## src/bsfc_pkg.sv

```systemverilog
// Contract
// - Chip select, write strobe and output strobe are separate active-low controls.
// - Commands are ordinary write cycles into the device command register.
// - Bypass mode programs with two writes instead of four.
// - Erase may be suspended any time, then resumed by the host.
// - Host may put device in standby through its control inputs.
`default_nettype none
package bsfc_pkg;
   // ==========================================================
   // Register map of the controller (Avalon-MM word offsets)
   localparam logic [3:0] BSFC_REG_CTRL   = 4'h0;
   localparam logic [3:0] BSFC_REG_ADDR   = 4'h1;
   localparam logic [3:0] BSFC_REG_WDATA  = 4'h2;
   localparam logic [3:0] BSFC_REG_RDATA  = 4'h3;
   localparam logic [3:0] BSFC_REG_STATUS = 4'h4;
   localparam logic [3:0] BSFC_REG_SEQA   = 4'h5;
   localparam logic [3:0] BSFC_REG_SEQD   = 4'h6;
   // Control field positions
   localparam int BSFC_CTRL_GO      = 0;
   localparam int BSFC_CTRL_WRITE   = 1;
   localparam int BSFC_CTRL_WORD    = 2;
   localparam int BSFC_CTRL_RESET   = 3;
   localparam int BSFC_CTRL_STANDBY = 4;
   localparam int BSFC_CTRL_POLL    = 5;
   localparam int BSFC_CTRL_LENLO   = 8;
   localparam int BSFC_CTRL_LENHI   = 10;
   // Status field positions
   localparam int BSFC_ST_BUSY      = 0;
   localparam int BSFC_ST_READY     = 1;
   localparam int BSFC_ST_POLLBIT   = 2;
   localparam int BSFC_ST_TOGGLE    = 3;
   localparam int BSFC_ST_WORD      = 4;
   localparam int BSFC_ST_POLLDONE  = 5;
   // Status bits on the data lines
   localparam int BSFC_POLL_BIT     = 7;
   localparam int BSFC_TOGGLE_BIT   = 6;
   // Bus geometry
   localparam int BSFC_ADDR_W       = 21;
   localparam int BSFC_DATA_W       = 16;
   localparam int BSFC_BYTE_W       = 8;
   localparam int BSFC_SEQ_MAX      = 4;
   localparam logic [20:0] BSFC_BYTE_SPACE = 21'h1fffff;
   localparam logic [20:0] BSFC_WORD_SPACE = 21'h0fffff;
   // Timing
   localparam int BSFC_CLK_NS       = 10;
   localparam int BSFC_ACCESS_NS    = 120;
   localparam int BSFC_WRPULSE_NS   = 50;
   localparam int BSFC_RESET_NS     = 500;
   localparam int BSFC_ACCESS_CYC   = (BSFC_ACCESS_NS + BSFC_CLK_NS - 1) / BSFC_CLK_NS;
   localparam int BSFC_WRPULSE_CYC  = (BSFC_WRPULSE_NS + BSFC_CLK_NS - 1) / BSFC_CLK_NS;
   localparam int BSFC_RESET_CYC    = (BSFC_RESET_NS + BSFC_CLK_NS - 1) / BSFC_CLK_NS;
   localparam int BSFC_CNT_W        = 8;
   // Bus cycle sequencer states
   typedef enum logic [2:0] {
      BSFC_IDLE, BSFC_SETUP, BSFC_WPULSE, BSFC_RPULSE, BSFC_HOLD, BSFC_RST
   } bsfc_state_t;
endpackage
`default_nettype wire

```

## src/bsfc_counter.sv

```systemverilog
`timescale 1ns/100ps
`default_nettype none
// ==========================================================
// Loadable down counter used for pulse timing
module bsfc_counter
   import bsfc_pkg::*;
(
   // Clock and reset
   input  wire logic                  clock,
   input  wire logic                  rst_n,
   // Control
   input  wire logic                  load,
   input  wire logic [BSFC_CNT_W-1:0] loadValue,
   // Result
   output logic                       done
);
   logic [BSFC_CNT_W-1:0] count;

   // Load N gives done N cycles later, so a timed state lasts exactly N cycles
   always_ff @(posedge clock or negedge rst_n) begin
      if (!rst_n) begin
         count <= '0;
      end else if (load) begin
         count <= loadValue - 1'b1; // Callers never load zero
      end else if (count != '0) begin
         count <= count - 1'b1;
      end
   end

   // Done from the count alone: gating it with load would loop through the caller
   assign done = (count == '0);
endmodule // bsfc_counter
`default_nettype wire

```

## src/bsfc_host.sv

```systemverilog
// Our own choices: the register addresses and register access over Avalon-MM.
`timescale 1ns/100ps
`default_nettype none
// ==========================================================
// Host controller driving a parallel flash through its pins
module bsfc_host
   import bsfc_pkg::*;
(
   // Clock and reset
   input  wire logic                   clock,
   input  wire logic                   rst_n,
   // Avalon-MM slave
   input  wire logic [3:0]             avsAddress,
   input  wire logic                   avsRead,
   input  wire logic                   avsWrite,
   input  wire logic [31:0]            avsWriteData,
   output logic      [31:0]            avsReadData,
   output logic                        avsWaitRequest,
   // Flash pins
   output logic      [BSFC_ADDR_W-1:0] flashAddr,
   input  wire logic [BSFC_DATA_W-1:0] dataLinesIn,
   output logic      [BSFC_DATA_W-1:0] dataLinesOut,
   output logic                        dataLinesOe,
   output logic                        chipSelect_n,
   output logic                        writeStrobe_n,
   output logic                        outputStrobe_n,
   output logic                        wordMode_n,
   output logic                        hwReset_n,
   input  wire logic                   ready_busy_out_n
);
   bsfc_state_t state;
   logic [10:0] ctrl;
   logic [BSFC_ADDR_W-1:0] addrReg;
   logic [BSFC_DATA_W-1:0] wdataReg;
   logic [BSFC_DATA_W-1:0] rdataReg;
   logic [BSFC_ADDR_W-1:0] seqAddr [BSFC_SEQ_MAX];
   logic [BSFC_DATA_W-1:0] seqData [BSFC_SEQ_MAX];
   logic [1:0] seqIdx;
   logic [1:0] seqLen;
   logic       busy;
   logic       pollDone;
   logic       lastToggle;
   logic       toggleSeen;
   logic       cntLoad;
   logic [BSFC_CNT_W-1:0] cntValue;
   logic       cntDone;
   logic       goWrite;
   logic       regWrite;
   logic [BSFC_DATA_W-1:0] rxData;

   bsfc_counter u_timer (
      .clock     (clock),
      .rst_n     (rst_n),
      .load      (cntLoad),
      .loadValue (cntValue),
      .done      (cntDone)
   );

   // ==========================================================
   // Register slave: zero wait states, waitrequest only on go while busy
   assign regWrite = avsWrite && !(busy && avsAddress == BSFC_REG_CTRL
                                   && avsWriteData[BSFC_CTRL_GO]);
   assign avsWaitRequest = avsWrite && !regWrite;
   assign goWrite  = regWrite && avsAddress == BSFC_REG_CTRL && avsWriteData[BSFC_CTRL_GO];

   // Control and data registers
   always_ff @(posedge clock or negedge rst_n) begin
      if (!rst_n) begin
         ctrl     <= '0;
         addrReg  <= '0;
         wdataReg <= '0;
      end else if (regWrite) begin
         case (avsAddress)
            BSFC_REG_CTRL:  ctrl     <= {avsWriteData[10:1], 1'b0};
            BSFC_REG_ADDR:  addrReg  <= avsWriteData[BSFC_ADDR_W-1:0];
            BSFC_REG_WDATA: wdataReg <= avsWriteData[BSFC_DATA_W-1:0];
            default: ;
         endcase
      end
   end

   // Command sequence table; bypass programming just uses a length of one
   always_ff @(posedge clock or negedge rst_n) begin
      if (!rst_n) begin
         for (int i = 0; i < BSFC_SEQ_MAX; i++) begin
            seqAddr[i] <= '0;
            seqData[i] <= '0;
         end
      end else if (regWrite && avsAddress == BSFC_REG_SEQA) begin
         seqAddr[avsWriteData[29:28]] <= avsWriteData[BSFC_ADDR_W-1:0];
      end else if (regWrite && avsAddress == BSFC_REG_SEQD) begin
         seqData[avsWriteData[29:28]] <= avsWriteData[BSFC_DATA_W-1:0];
      end
   end

   // Read mux; unmapped offsets read zero
   always_comb begin
      avsReadData = '0;
      case (avsAddress)
         BSFC_REG_CTRL:   avsReadData[10:0] = ctrl;
         BSFC_REG_ADDR:   avsReadData[BSFC_ADDR_W-1:0] = addrReg;
         BSFC_REG_WDATA:  avsReadData[BSFC_DATA_W-1:0] = wdataReg;
         BSFC_REG_RDATA:  avsReadData[BSFC_DATA_W-1:0] = rdataReg;
         BSFC_REG_STATUS: begin
            avsReadData[BSFC_ST_BUSY]     = busy;
            avsReadData[BSFC_ST_READY]    = ready_busy_out_n;
            avsReadData[BSFC_ST_POLLBIT]  = rdataReg[BSFC_POLL_BIT];
            avsReadData[BSFC_ST_TOGGLE]   = toggleSeen;
            avsReadData[BSFC_ST_WORD]     = ctrl[BSFC_CTRL_WORD];
            avsReadData[BSFC_ST_POLLDONE] = pollDone;
         end
         default: ;
      endcase
   end

   // ==========================================================
   // Pin sequencer
   assign busy = (state != BSFC_IDLE);

   // Byte mode only samples the low eight lines; writes still drive all sixteen
   assign rxData = ctrl[BSFC_CTRL_WORD] ? dataLinesIn
                 : {{(BSFC_DATA_W-BSFC_BYTE_W){1'b0}}, dataLinesIn[BSFC_BYTE_W-1:0]};

   always_comb begin
      cntLoad  = 1'b0;
      cntValue = '0;
      case (state)
         BSFC_IDLE: begin
            cntLoad  = goWrite;
            cntValue = avsWriteData[BSFC_CTRL_RESET]
                     ? BSFC_CNT_W'(BSFC_RESET_CYC) : BSFC_CNT_W'(1);
         end
         BSFC_SETUP: begin
            cntLoad  = cntDone;
            cntValue = ctrl[BSFC_CTRL_WRITE] ? BSFC_CNT_W'(BSFC_WRPULSE_CYC)
                                             : BSFC_CNT_W'(BSFC_ACCESS_CYC);
         end
         BSFC_WPULSE, BSFC_RPULSE: begin
            cntLoad  = cntDone;
            cntValue = BSFC_CNT_W'(1);
         end
         default: ;
      endcase
   end

   // Sequencer state and pins
   always_ff @(posedge clock or negedge rst_n) begin
      if (!rst_n) begin
         state          <= BSFC_IDLE;
         seqIdx         <= '0;
         seqLen         <= '0;
         flashAddr      <= '0;
         dataLinesOut   <= '0;
         dataLinesOe    <= 1'b0;
         chipSelect_n   <= 1'b1;
         writeStrobe_n  <= 1'b1;
         outputStrobe_n <= 1'b1;
         hwReset_n      <= 1'b1;
      end else begin
         case (state)
            BSFC_IDLE: begin
               if (goWrite) begin
                  seqIdx <= '0;
                  seqLen <= avsWriteData[BSFC_CTRL_LENLO+1:BSFC_CTRL_LENLO];
                  if (avsWriteData[BSFC_CTRL_RESET]) begin
                     hwReset_n <= 1'b0;
                     state     <= BSFC_RST;
                  end else begin
                     chipSelect_n <= 1'b0;
                     flashAddr    <= (avsWriteData[BSFC_CTRL_WRITE] &&
                                      avsWriteData[BSFC_CTRL_LENLO+1:BSFC_CTRL_LENLO] != 2'h0)
                                   ? seqAddr[0] : addrReg;
                     state        <= BSFC_SETUP;
                  end
               end else begin
                  chipSelect_n <= ctrl[BSFC_CTRL_STANDBY] ? 1'b1 : chipSelect_n;
               end
            end
            BSFC_SETUP: begin
               if (cntDone) begin
                  if (ctrl[BSFC_CTRL_WRITE]) begin
                     // Command write: device latches address and data
                     dataLinesOe   <= 1'b1;
                     dataLinesOut  <= (seqLen != 2'h0 && seqIdx != seqLen) ?
                                      seqData[seqIdx] : wdataReg;
                     writeStrobe_n <= 1'b0;
                     state         <= BSFC_WPULSE;
                  end else begin
                     dataLinesOe    <= 1'b0; // Release bus before strobe: no contention
                     outputStrobe_n <= 1'b0;
                     state          <= BSFC_RPULSE;
                  end
               end
            end
            BSFC_WPULSE: begin
               if (cntDone) begin
                  writeStrobe_n <= 1'b1;
                  state         <= BSFC_HOLD;
               end
            end
            BSFC_RPULSE: begin
               if (cntDone) begin
                  outputStrobe_n <= 1'b1;
                  state          <= BSFC_HOLD;
               end
            end
            BSFC_HOLD: begin
               dataLinesOe <= 1'b0;
               if (ctrl[BSFC_CTRL_WRITE] && seqLen != 2'h0 && seqIdx != seqLen) begin
                  // Next cycle of a multi-write command sequence
                  seqIdx    <= seqIdx + 1'b1;
                  flashAddr <= (seqIdx + 1'b1 == seqLen) ? addrReg : seqAddr[seqIdx + 1'b1];
                  state     <= BSFC_SETUP;
               end else begin
                  chipSelect_n <= 1'b1;
                  state        <= BSFC_IDLE;
               end
            end
            BSFC_RST: begin
               if (cntDone) begin
                  hwReset_n <= 1'b1;
                  state     <= BSFC_IDLE;
               end
            end
            default: state <= BSFC_IDLE;
         endcase
      end
   end

   // Read capture and toggle-bit polling
   always_ff @(posedge clock or negedge rst_n) begin
      if (!rst_n) begin
         rdataReg   <= '0;
         lastToggle <= 1'b0;
         toggleSeen <= 1'b0;
         pollDone   <= 1'b0;
      end else if (state == BSFC_RPULSE && cntDone) begin
         rdataReg   <= rxData;
         lastToggle <= rxData[BSFC_TOGGLE_BIT];
         if (ctrl[BSFC_CTRL_POLL]) begin
            toggleSeen <= rxData[BSFC_TOGGLE_BIT] ^ lastToggle;
            pollDone   <= !(rxData[BSFC_TOGGLE_BIT] ^ lastToggle);
         end
      end
   end

   assign wordMode_n = ctrl[BSFC_CTRL_WORD]; // High selects sixteen-bit mode
endmodule // bsfc_host
`default_nettype wire

```

## config.mk

```make
export PLATFORM = sky130hd
export DESIGN_NAME = bsfc_host
export DESIGN_NICKNAME = d
export VERILOG_FILES = /design/src/bsfc_pkg.sv /design/src/bsfc_counter.sv /design/src/bsfc_host.sv
export SDC_FILE = /design/constraint.sdc
export NUM_CORES = 1
export LEC_CHECK = 0
export BUFFER_PORTS_ARGS = -buffer_cell sky130_fd_sc_hd__buf_2
export CAP_MARGIN = 20
export CORE_MARGIN = 3
export CORE_UTILIZATION = 35
export CTS_CLUSTER_SIZE = 12
export DETAILED_ROUTE_END_ITERATION = 16
export PLACE_DENSITY_LB_ADDON = 0.05
export SETUP_SLACK_MARGIN = 0.3
export SLEW_MARGIN = 15
export SYNTH_ARGS = -nofsm -noshare
export SYNTH_HDL_FRONTEND = slang
export SYNTH_SLANG_ARGS = --single-unit
```

## constraint.sdc

```tcl
create_clock -name clock -period 2 [get_ports clock]
set_input_delay 0.1 -clock clock [delete_from_list [all_inputs] [get_ports clock]]
set_output_delay 0.1 -clock clock [all_outputs]
set_load 0.02 [all_outputs]
```

# Yosys cells after proc, flatten, opt, wreduce, memory -nomap -nowiden
# Index checks and enable logic that the tools add are counted.
[classes]
n_eq_ne = 27
reduce_logical = 47
add_sub_neg = 3
n_bitwise = 5
n_lt_le_gt_ge = 4
mux = 59
[op_table]
columns = ["op", "n"]
rows = [
  ["21-bit 2-to-1 mux", 8],
  ["84-bit bitwise mux", 1],
  ["16-bit 2-to-1 mux", 5],
  ["64-bit bitwise mux", 1],
  ["21-bit binary-select mux with 2-bit select", 1],
  ["21-bit demux with 2-bit select", 1],
  ["21-bit case mux with 2 select lines", 1],
  ["16-bit binary-select mux with 2-bit select", 1],
  ["16-bit demux with 2-bit select", 1],
  ["6-bit case mux with 5 select lines", 1],
  ["4-bit AND reduction", 6],
  ["2-bit != test, second input constant", 11],
  ["5-bit case mux with 4 select lines", 1],
  ["6-bit case mux with 3 select lines", 1],
  ["8-bit 2-to-1 mux", 2],
  ["2-bit nonzero test", 8],
  ["1-bit 2-to-1 mux", 15],
  ["3-bit 2-to-1 mux", 5],
  ["3-bit case mux with 5 select lines", 1],
  ["5-bit case mux with 3 select lines", 1],
  ["1-bit logical AND", 14],
  ["2-bit AND reduction", 7],
  ["4-bit by 3-bit == test with 1-bit output, second input constant", 3],
  ["1-bit case mux with 2 select lines", 6],
  ["31 further kinds", 43],
]
[totals]
input_bits = 57
out_inout_bits = 76
word_cells = 171
register_bits = 271

# Longest topological paths before layout
# Gate-level depths: netlist (run 1).
[depth]
word_depth = 9
depth_mapped = 8
mapped_depth_nobuf = 7

# Hierarchy
# From an unflattened synthesis (run 1), not the netlist that was laid out.
[hier_totals]
cells_unflattened = 995
area_unflattened_um2 = 12924.9
[modules_own_cells]
columns = ["mod", "area_per_inst_um2", "seq_area_each_um2", "cells_per_inst", "instances"]
rows = [
  ["bsfc_host", 12323.1, 6561.3, 935, 1],
  ["bsfc_counter", 601.8, 200.2, 60, 1],
]

# Worst setup path after synthesis (run 1)
# Ideal clock, no wire load.
[synth_timing]
path_type = "register -> register"
startpoint = "reg u_timer.count[5]"
endpoint = "reg rdataReg[6]"
period_less_slack_ns = 2.142
path_slack_ns = -0.142
path_stages_with_launch = 6
setup_ns = 0.125
t_required_ns = 1.875
n_path_buf = 1
t_arrival_ns = 2.017
path_cell_list = "dfrtp_1 -> or4_4 -> nor4b_4 -> and3_1 -> buf_4 -> mux2_2"
[synth_via]
elab_chain_cells = 2
[synth_rtl]
columns = ["item", "line_no", "text"]
rows = [
  ["from (decl)", "bsfc_counter.sv:17", "logic [BSFC_CNT_W-1:0] count;"],
  ["from (signal assigned)", "bsfc_counter.sv:24", "count <= loadValue - 1'b1;"],
  ["from (signal assigned)", "bsfc_counter.sv:26", "count <= count - 1'b1;"],
  ["8-bit zero test", "bsfc_counter.sv:31", "assign done = (count == '0);"],
  ["1-bit logical AND", "bsfc_host.sv:237", "end else if (state == BSFC_RPULSE && cntDone) begin"],
  ["to (signal assigned)", "bsfc_host.sv:238", "rdataReg <= rxData;"],
  ["to (decl)", "bsfc_host.sv:35", "logic [BSFC_DATA_W-1:0] rdataReg;"],
]
# No other way between the ends.
# A chain may end at the register's enable or synchronous reset.

# Worst setup path after layout (run 1)
[layout_timing]
startpoint = "reg u_timer.count[3]"
endpoint = "reg rdataReg[6]"
# The elaborated chain is that of the path after synthesis.

==> run_results.csv, run 1 <==
group,metric,value,unit
sta,min_period_over_period,1.02,
setup_path,worstPathRequired,2.38,ns
setup_path,path_max_fanout,6,
global_route,grt_pass1_vias,9271,
placement,gp_congestion,0.752,
pwr,leakagePower,0.00807,uW
die,fp.dieH,195,um
logic_synthesis,yosysWarningCount,0,
pwr,seqPwrFrac,0.365,
sta,maxSlewViolCount,0,
pwr,switching_share,0.305,
sta,rsz0062_at_grt,"yes",
die,die_w,195,um
outcome,violations,"negative setup slack",
logic_synthesis,synth_edf_count,0,
sta,finalHoldViolCount,0,
die,start_util,0.359,
cts,cts.sinks,270,
routing,vias,8957,
pwr,clkPwrFrac,0.323,
cells_and_area,nets,1275,
setup_path,slowest_stage,"or4_4",
cts,cts_root_buf,"clkbuf_16",
logic_synthesis,ys_ff_latch,270,
logic_synthesis,netlist.area_leader.share,0.530,
sta,fmax,491,MHz
cts,clk_pin_slew_worst_paths,0.05,ns
flow_run,drv_cap,0,
logic_synthesis,synthCells,976,
setup_path,end_kind,"flop",
routing,ant_nets,0,
routing,wl_per_cell,23.6,um
sta,worst_slew_pin_slew,0.526,ns
logic_synthesis,synth.distinct_cells,52,
placement,portBuffers,111,
pwr,ir_worst_vdd,626,uV
logic_synthesis,syn_area,12600,um^2
logic_synthesis,seq_area_frac_synth,0.538,
setup_path,r2r-end,"rdataReg[6]",
routing,wl_met2,18700,um
pwr,p_int,13800,uW
cells_and_area,syn_to_final_growth,38.9,%
placement,pre_cts_ws,-0.0351,ns
cells_and_area,antenna_cells,0,
pwr,power_frac_comb,0.312,
worst_hold_path,holdPathEnd,"seqData[53]",
logic_synthesis,syn_area_per_cell,12.9,um^2
setup_path,worstSetupStartpointType,"flop",
setup_path,path_class,"reg -> reg",
logic_synthesis,synthMuxAreaShare,0.281,
global_route,track_usage,0.204,
cts,insertion_delay,0.50,ns
routing,first_pass_iters,4,
worst_hold_path,min_path_type,"in -> reg",
sta,relSlewSlack,0.650,
cts,cts_buffers,34,
logic_synthesis,yosysTopAreaCell,"dfrtp_1",
sta,setup_viol,7,
logic_synthesis,synth_compound_gate_area_share,0.0591,
cells_and_area,n_fill_cell,3074,
cells_and_area,area.sequential,6770,um^2
die,die_area,38200,um^2
logic_synthesis,async_flop_share,1.00,
global_route,gr-total-overflow,0,
sta,fin_hold_ws,0.0314,ns
placement,post-dp-hpwl,24000,um
routing,drt-initial-drc-count,421,
setup_path,arrival,2.42,ns
sta,setup_ws,-0.0374,ns
die,rows,68,
logic_synthesis,synth_fa_ha_area_frac,0.00299,
outcome,status,"complete, but fails checks",
logic_synthesis,ys_top_cells_by_area,"dfrtp_1 (53%), mux2_2 (18%), mux4_2 (7.9%)",
cts,htree_levels,2,
worst_hold_path,min_from,"avsWriteData[5]",
logic_synthesis,yosys.area_share.simple,0.0784,
pwr,power.net_switching,6050,uW
cells_and_area,multiInputGateArea,6320,um^2
setup_path,slowest_delay,0.56,ns
sta,fin_crit,2.04,ns
pwr,powerDensity,1140,nW/um^2
setup_path,ff2ff_path_depth,5,
routing,dr_wl_met3,1460,um
cts,cts_buffer_depth,3,
cts,cts_tree,"yes",
routing,dr.max_layer_used,"met4",
die,ios,133,
global_route,antenna_found_initial,0,
cells_and_area,drive_gt1_frac,0.583,
setup_path,crit_chain,"or4_4, nor4b_4, and3_4, buf_12, mux2_4",
global_route,grt_pass1_wl,59600,um
worst_hold_path,hold_depth,2,
logic_synthesis,synth_common_cells,"dfrtp_1 (266), mux2_2 (206), nand2_1 (75)",
setup_path,timing.rr.start,"u_timer.count[3]",
logic_synthesis,synth-main-ff-cell,"dfrtp_1",
logic_synthesis,synth_top_family_by_area,"multiplexers",
logic_synthesis,synth_xor_area_frac,0.00627,
die,core,35000,um^2
logic_synthesis,yosysMostFrequentCell,"dfrtp_1",
routing,wirelength_met1,19300,um
global_route,grt_max_degree,61,
sta,finClkSkew,0.0114,ns
routing,vias_per_cell,5.28,
setup_path,r2r_slack,-0.04,ns
routing,routed_wl,40000,um
routing,post-route-drc-count,0,
[what timing repair did]
| item | in CTS | in global routing |
|---|---|---|
| pin swaps | 63 | 49 |
| gates cloned | 11 | 5 |
| gates resized for setup | 182 | 104 |
| setup endpoints to repair | 85 | 99 |
| endpoints found under the hold margin | 108 | 0 |
| setup buffers | 47 | 14 |
| hold buffers | 22 | 0 |
[cell usage in the layout, fill, tap and decap left out, types with 7 or more instances in the layout]
master	n
o21ai_1	9
nor2_1	22
clkbuf_8	8
clkbuf_16	40
dfrtp_2	9
nand3_2	15
and2_4	9
nor2_4	15
nand2_1	57
inv_1	10
mux2_2	193
mux2_4	13
o22ai_2	13
buf_6	42
o22ai_4	8
clkbuf_1	9
buf_4	81
nand3_1	27
nand2_2	7
buf_12	25
nand2_4	11
buf_2	94
nor2_2	13
buf_16	7
o31ai_1	7
o31ai_2	15
dlygate4sd3_1	22
mux4_2	44
dfrtp_1	257
mux2i_1	21
a22oi_2	7
o21ai_2	17
conb_1	11
[critical path: cells and delay by family (launching register included)]
family	cells	cell delay, ns
AND/OR/NAND/NOR	3	1.14
flip-flops	1	0.37
buffers and inverters	1	0.12
multiplexers	1	0.29
[cell type report]
class / instances / area share
clock buffer: 54 / 0.0613
clock inverter: 8 / 0.00660
inverter: 10 / 0.00215
multi-input combinational: 623 / 0.362
sequential: 270 / 0.388
tap: 455 / 0.0326
timing repair buffer: 276 / 0.147
[cells by family after synthesis]
kind of cell	Yosys count
xor gates and xnor gates	9
buffers and inverters	97
muxes	272
adders and majority gates	3
DFF	270
other	1
AOI/OAI and AO/OA	114
and+or+nand+nor	210
[stage by stage]
| step | utilization | std cells | TNS, ns | cell area [um^2] | power (uW) |
|---|---|---|---|---|---|
| final | 0.499 | 1696 | -0.0885 | 17500 | 19800 |
| after global placement | 0.405 | 1535 | -0.0379 | 14200 | 12100 |
| after floorplan | - | 986 | -1.36 | 12700 | 10300 |
| after CTS | 0.482 | 1677 | -0.0588 | 16800 | 19700 |
| after detailed placement | 0.405 | 1535 | -0.0351 | 14200 | 12100 |
| after global routing | 0.499 | 1696 | -1.75 | 17500 | 20800 |
[worst max-delay path by stage]
stage                      from           to  depth (start not counted)
6_report       u_timer.count[3]  rdataReg[6]                          5
5_1_grt        u_timer.count[3]  rdataReg[6]                          5
4_1_cts        u_timer.count[3]  rdataReg[6]                          5
3_5_place_dp   u_timer.count[3]  rdataReg[6]                          5
3_3_place_gp   u_timer.count[3]  rdataReg[6]                          5
2_1_floorplan  u_timer.count[3]  rdataReg[6]                          5
[registers in the layout, summed over array words and instances, names as in the netlist, 2 cells and up]
| name | flops |
|---|---|
| u_timer.count | 8 |
| dataLinesOut | 16 |
| ctrl | 10 |
| addrReg | 21 |
| state | 3 |
| seqAddr | 84 |
| seqLen | 2 |
| wdataReg | 16 |
| rdataReg | 16 |
| flashAddr | 21 |
| seqData | 64 |
| seqIdx | 2 |
[power groups by stage]
stage / logic (uW) / clock network [uW] / registers, uW
final: 6200 / 6400 / 7250
after global routing: 6660 / 6790 / 7370
after CTS: 5880 / 6570 / 7210
after detailed placement: 4790 / 0 / 7330
after global placement: 4770 / 0 / 7330
after floorplan: 3100 / 0 / 7220
[per-layer routing]
metal	vias up	global-route usage
li1	4020	-
met1	4748	0.301
met2	153	0.324
met3	36	0.0305
met4	0	0.0367
met5	-	0
Note: power is estimated with default switching activity, not from simulation.
==> inputs of run 2 (changes only) <==
==> constraint.sdc (replaced) <==
create_clock -name clock -period 2 [get_ports clock]
set_input_delay 0.1 -clock clock [delete_from_list [all_inputs] [get_ports clock]]
set_output_delay 0.1 -clock clock [all_outputs]
set_load 0.05 [all_outputs]
==> run_results.csv, run 2 (synthesis results as in run 1) <==
group,metric,value,unit
cts,insertion_delay,0.57,ns
sta,finalHoldViolCount,0,
setup_path,slowest_delay,0.57,ns
sta,setup_ws,-0.0318,ns
sta,fmax,492,MHz
worst_hold_path,min_path_type,"in -> reg",
sta,fin_crit,2.03,ns
setup_path,worstSetupStartpointType,"flop",
global_route,track_usage,0.205,
placement,portBuffers,111,
cts,clk_pin_slew_worst_paths,0.06,ns
sta,final.setup.tns,-0.0663,ns
pwr,total_power,19700,uW
sta,fin_hold_ws,0.0222,ns
routing,first_pass_iters,4,
setup_path,slowest_stage,"or4_4",
sta,min_period_over_period,1.02,
cells_and_area,largest_register_ffs,84,
cts,cts_buffer_depth,3,
sta,worst_slew_pin_slew,0.614,ns
cells_and_area,final_common_cell,"dfrtp_1",
global_route,gr-total-overflow,0,
global_route,met2_usage,0.316,
setup_path,arrival,2.49,ns
sta,relSlewSlack,0.590,
die,die_w,195,um
routing,drt-initial-drc-count,386,
cells_and_area,largest_register,"seqAddr",
sta,finClkSkew,0.0119,ns
outcome,violations,"negative setup slack",
pwr,powerDensity,1120,nW/um^2
cells_and_area,n_fill_cell,3111,
die,ios,133,
cts,htree_levels,1,
routing,wl_per_cell,23.4,um
routing,ant_nets,0,
setup_path,path_class,"reg -> reg",
routing,post-route-drc-count,0,
global_route,grt_pass1_wl,60100,um
global_route,grt_max_degree,70,
setup_path,path_max_fanout,5,
cts,cts_tree,"yes",
die,die_area,38200,um^2
setup_path,critPathTopFamily,"simple AND/OR/NAND/NOR gates",
global_route,use_met1,0.307,
outcome,status,"complete, but fails checks",
placement,pre_cts_ws,-0.0326,ns
cts,cts_buffers,31,
global_route,met3_usage,0.0378,
cells_and_area,top_regs,"seqAddr x84, seqData x64",
routing,routed_wl,40000,um
setup_path,path_buf_inv,1,
global_route,antenna_found_initial,1,
cells_and_area,nets,1286,
cells_and_area,final_core_util,0.503,
sta,setup_viol,4,
die,start_util,0.359,
cells_and_area,final_cell_mix,"dfrtp_1 (259), mux2_2 (193), buf_2 (93)",
die,core,35000,um^2
placement,gp_congestion,0.766,
flow_run,drv_cap,0,
setup_path,worstPathRequired,2.46,ns
global_route,grt_pass1_vias,9303,
cts,cts_root_buf,"clkbuf_16",
die,rows,68,
routing,vias_per_cell,5.25,
cts,cts.sinks,270,
global_route,top_usage_layer,"met2",
cells_and_area,drive_gt1_frac,0.568,
setup_path,end_kind,"flop",
sta,rsz0062_at_grt,"yes",
cells_and_area,syn_to_final_growth,39.9,%
routing,vias,8969,
sta,maxSlewViolCount,0,
placement,post-dp-hpwl,23900,um
pwr,leakagePower,0.00811,uW
setup_path,crit_chain,"or4_4, buf_6, nor2_4, nand3_2, o31a_1, mux2_4",
die,fp.dieH,195,um
pwr,ir_worst_vdd,726,uV
run 2: changes by cell type in the layout (fill, tap and decap cells not counted), moves of 9 or more:
cell | before | now
nand3_2 | 15 | 4
buf_6 | 42 | 30
dlygate4sd3_1 | 22 | 33
nor2_4 | 15 | 24
buf_8 | 2 | 12
nand3_1 | 27 | 37
run 2: worst paths after layout:
kind | start | endpoint | slack, ns | cells after the start
worst max-delay path | u_timer.count[2] | u_timer.count[0] | -0.03 | 6
worst min-delay path | avsWriteData[1] | seqData[49] | 0.02 | 2
worst max register to register | u_timer.count[2] | u_timer.count[0] | -0.03 | 6
worst min register to register | rdataReg[8] | rdataReg[8] | 0.46 | 2
max in group asynchronous | rst_n | seqAddr[80] | 1.18 | 3
min in group asynchronous | rst_n | u_timer.count[1] | 0.10 | 2
run 2: worst reg2reg max path, delay by kind of cell (launching register included):
family,cells,cell delay (ns)
flip-flops,1,0.37
AO/OA/AOI/OAI,1,0.35
buffers and inverters,1,0.15
multiplexers,1,0.32
AND/OR/NAND/NOR,3,0.72
run 2: where the power goes:
part	switching (uW)	total (uW)	leakage (uW)	internal (uW)
logic	3400	6620	0.00413	3230
clock network	2340	5830	0.000525	3480
registers	751	7240	0.00346	6490
run 2: routing by layer:
| metal | routed length, um | vias to the layer above | share of wire |
|---|---|---|---|
| met4 | 733 | 0 | 0.018 |
| met5 | 0 | - | 0 |
| met1 | 18900 | 4660 | 0.47 |
| li1 | - | 4053 | - |
| met3 | 2210 | 48 | 0.055 |
| met2 | 18200 | 208 | 0.45 |
run 2: through the flow:
stage	area [um^2]	cells
after global routing	17600	1706
final	17600	1707
after global placement	14200	1537
after CTS	17000	1685
after detailed placement	14200	1537
after floorplan	12700	986
run 2: what timing repair did:
item                                    CTS  global route
hold endpoints to repair                376             0
setup buffers                            44            16
hold buffers                             33             0
pin swaps                                63            45
resized for setup                       201            80
gates cloned                             13             5
endpoints found under the setup margin   98           100
run 2: cell type report:
type	count	area, um^2	share of cell area
Tap cell	455	569	0.0324
Timing Repair Buffer	291	2850	0.162
Antenna cell	1	2.50	0.000142
Clock buffer	49	943	0.0537
Clock inverter	9	110	0.00626
Sequential cell	270	6770	0.385
Inverter	10	40.0	0.00228
Multi-Input combinational cell	622	6300	0.358
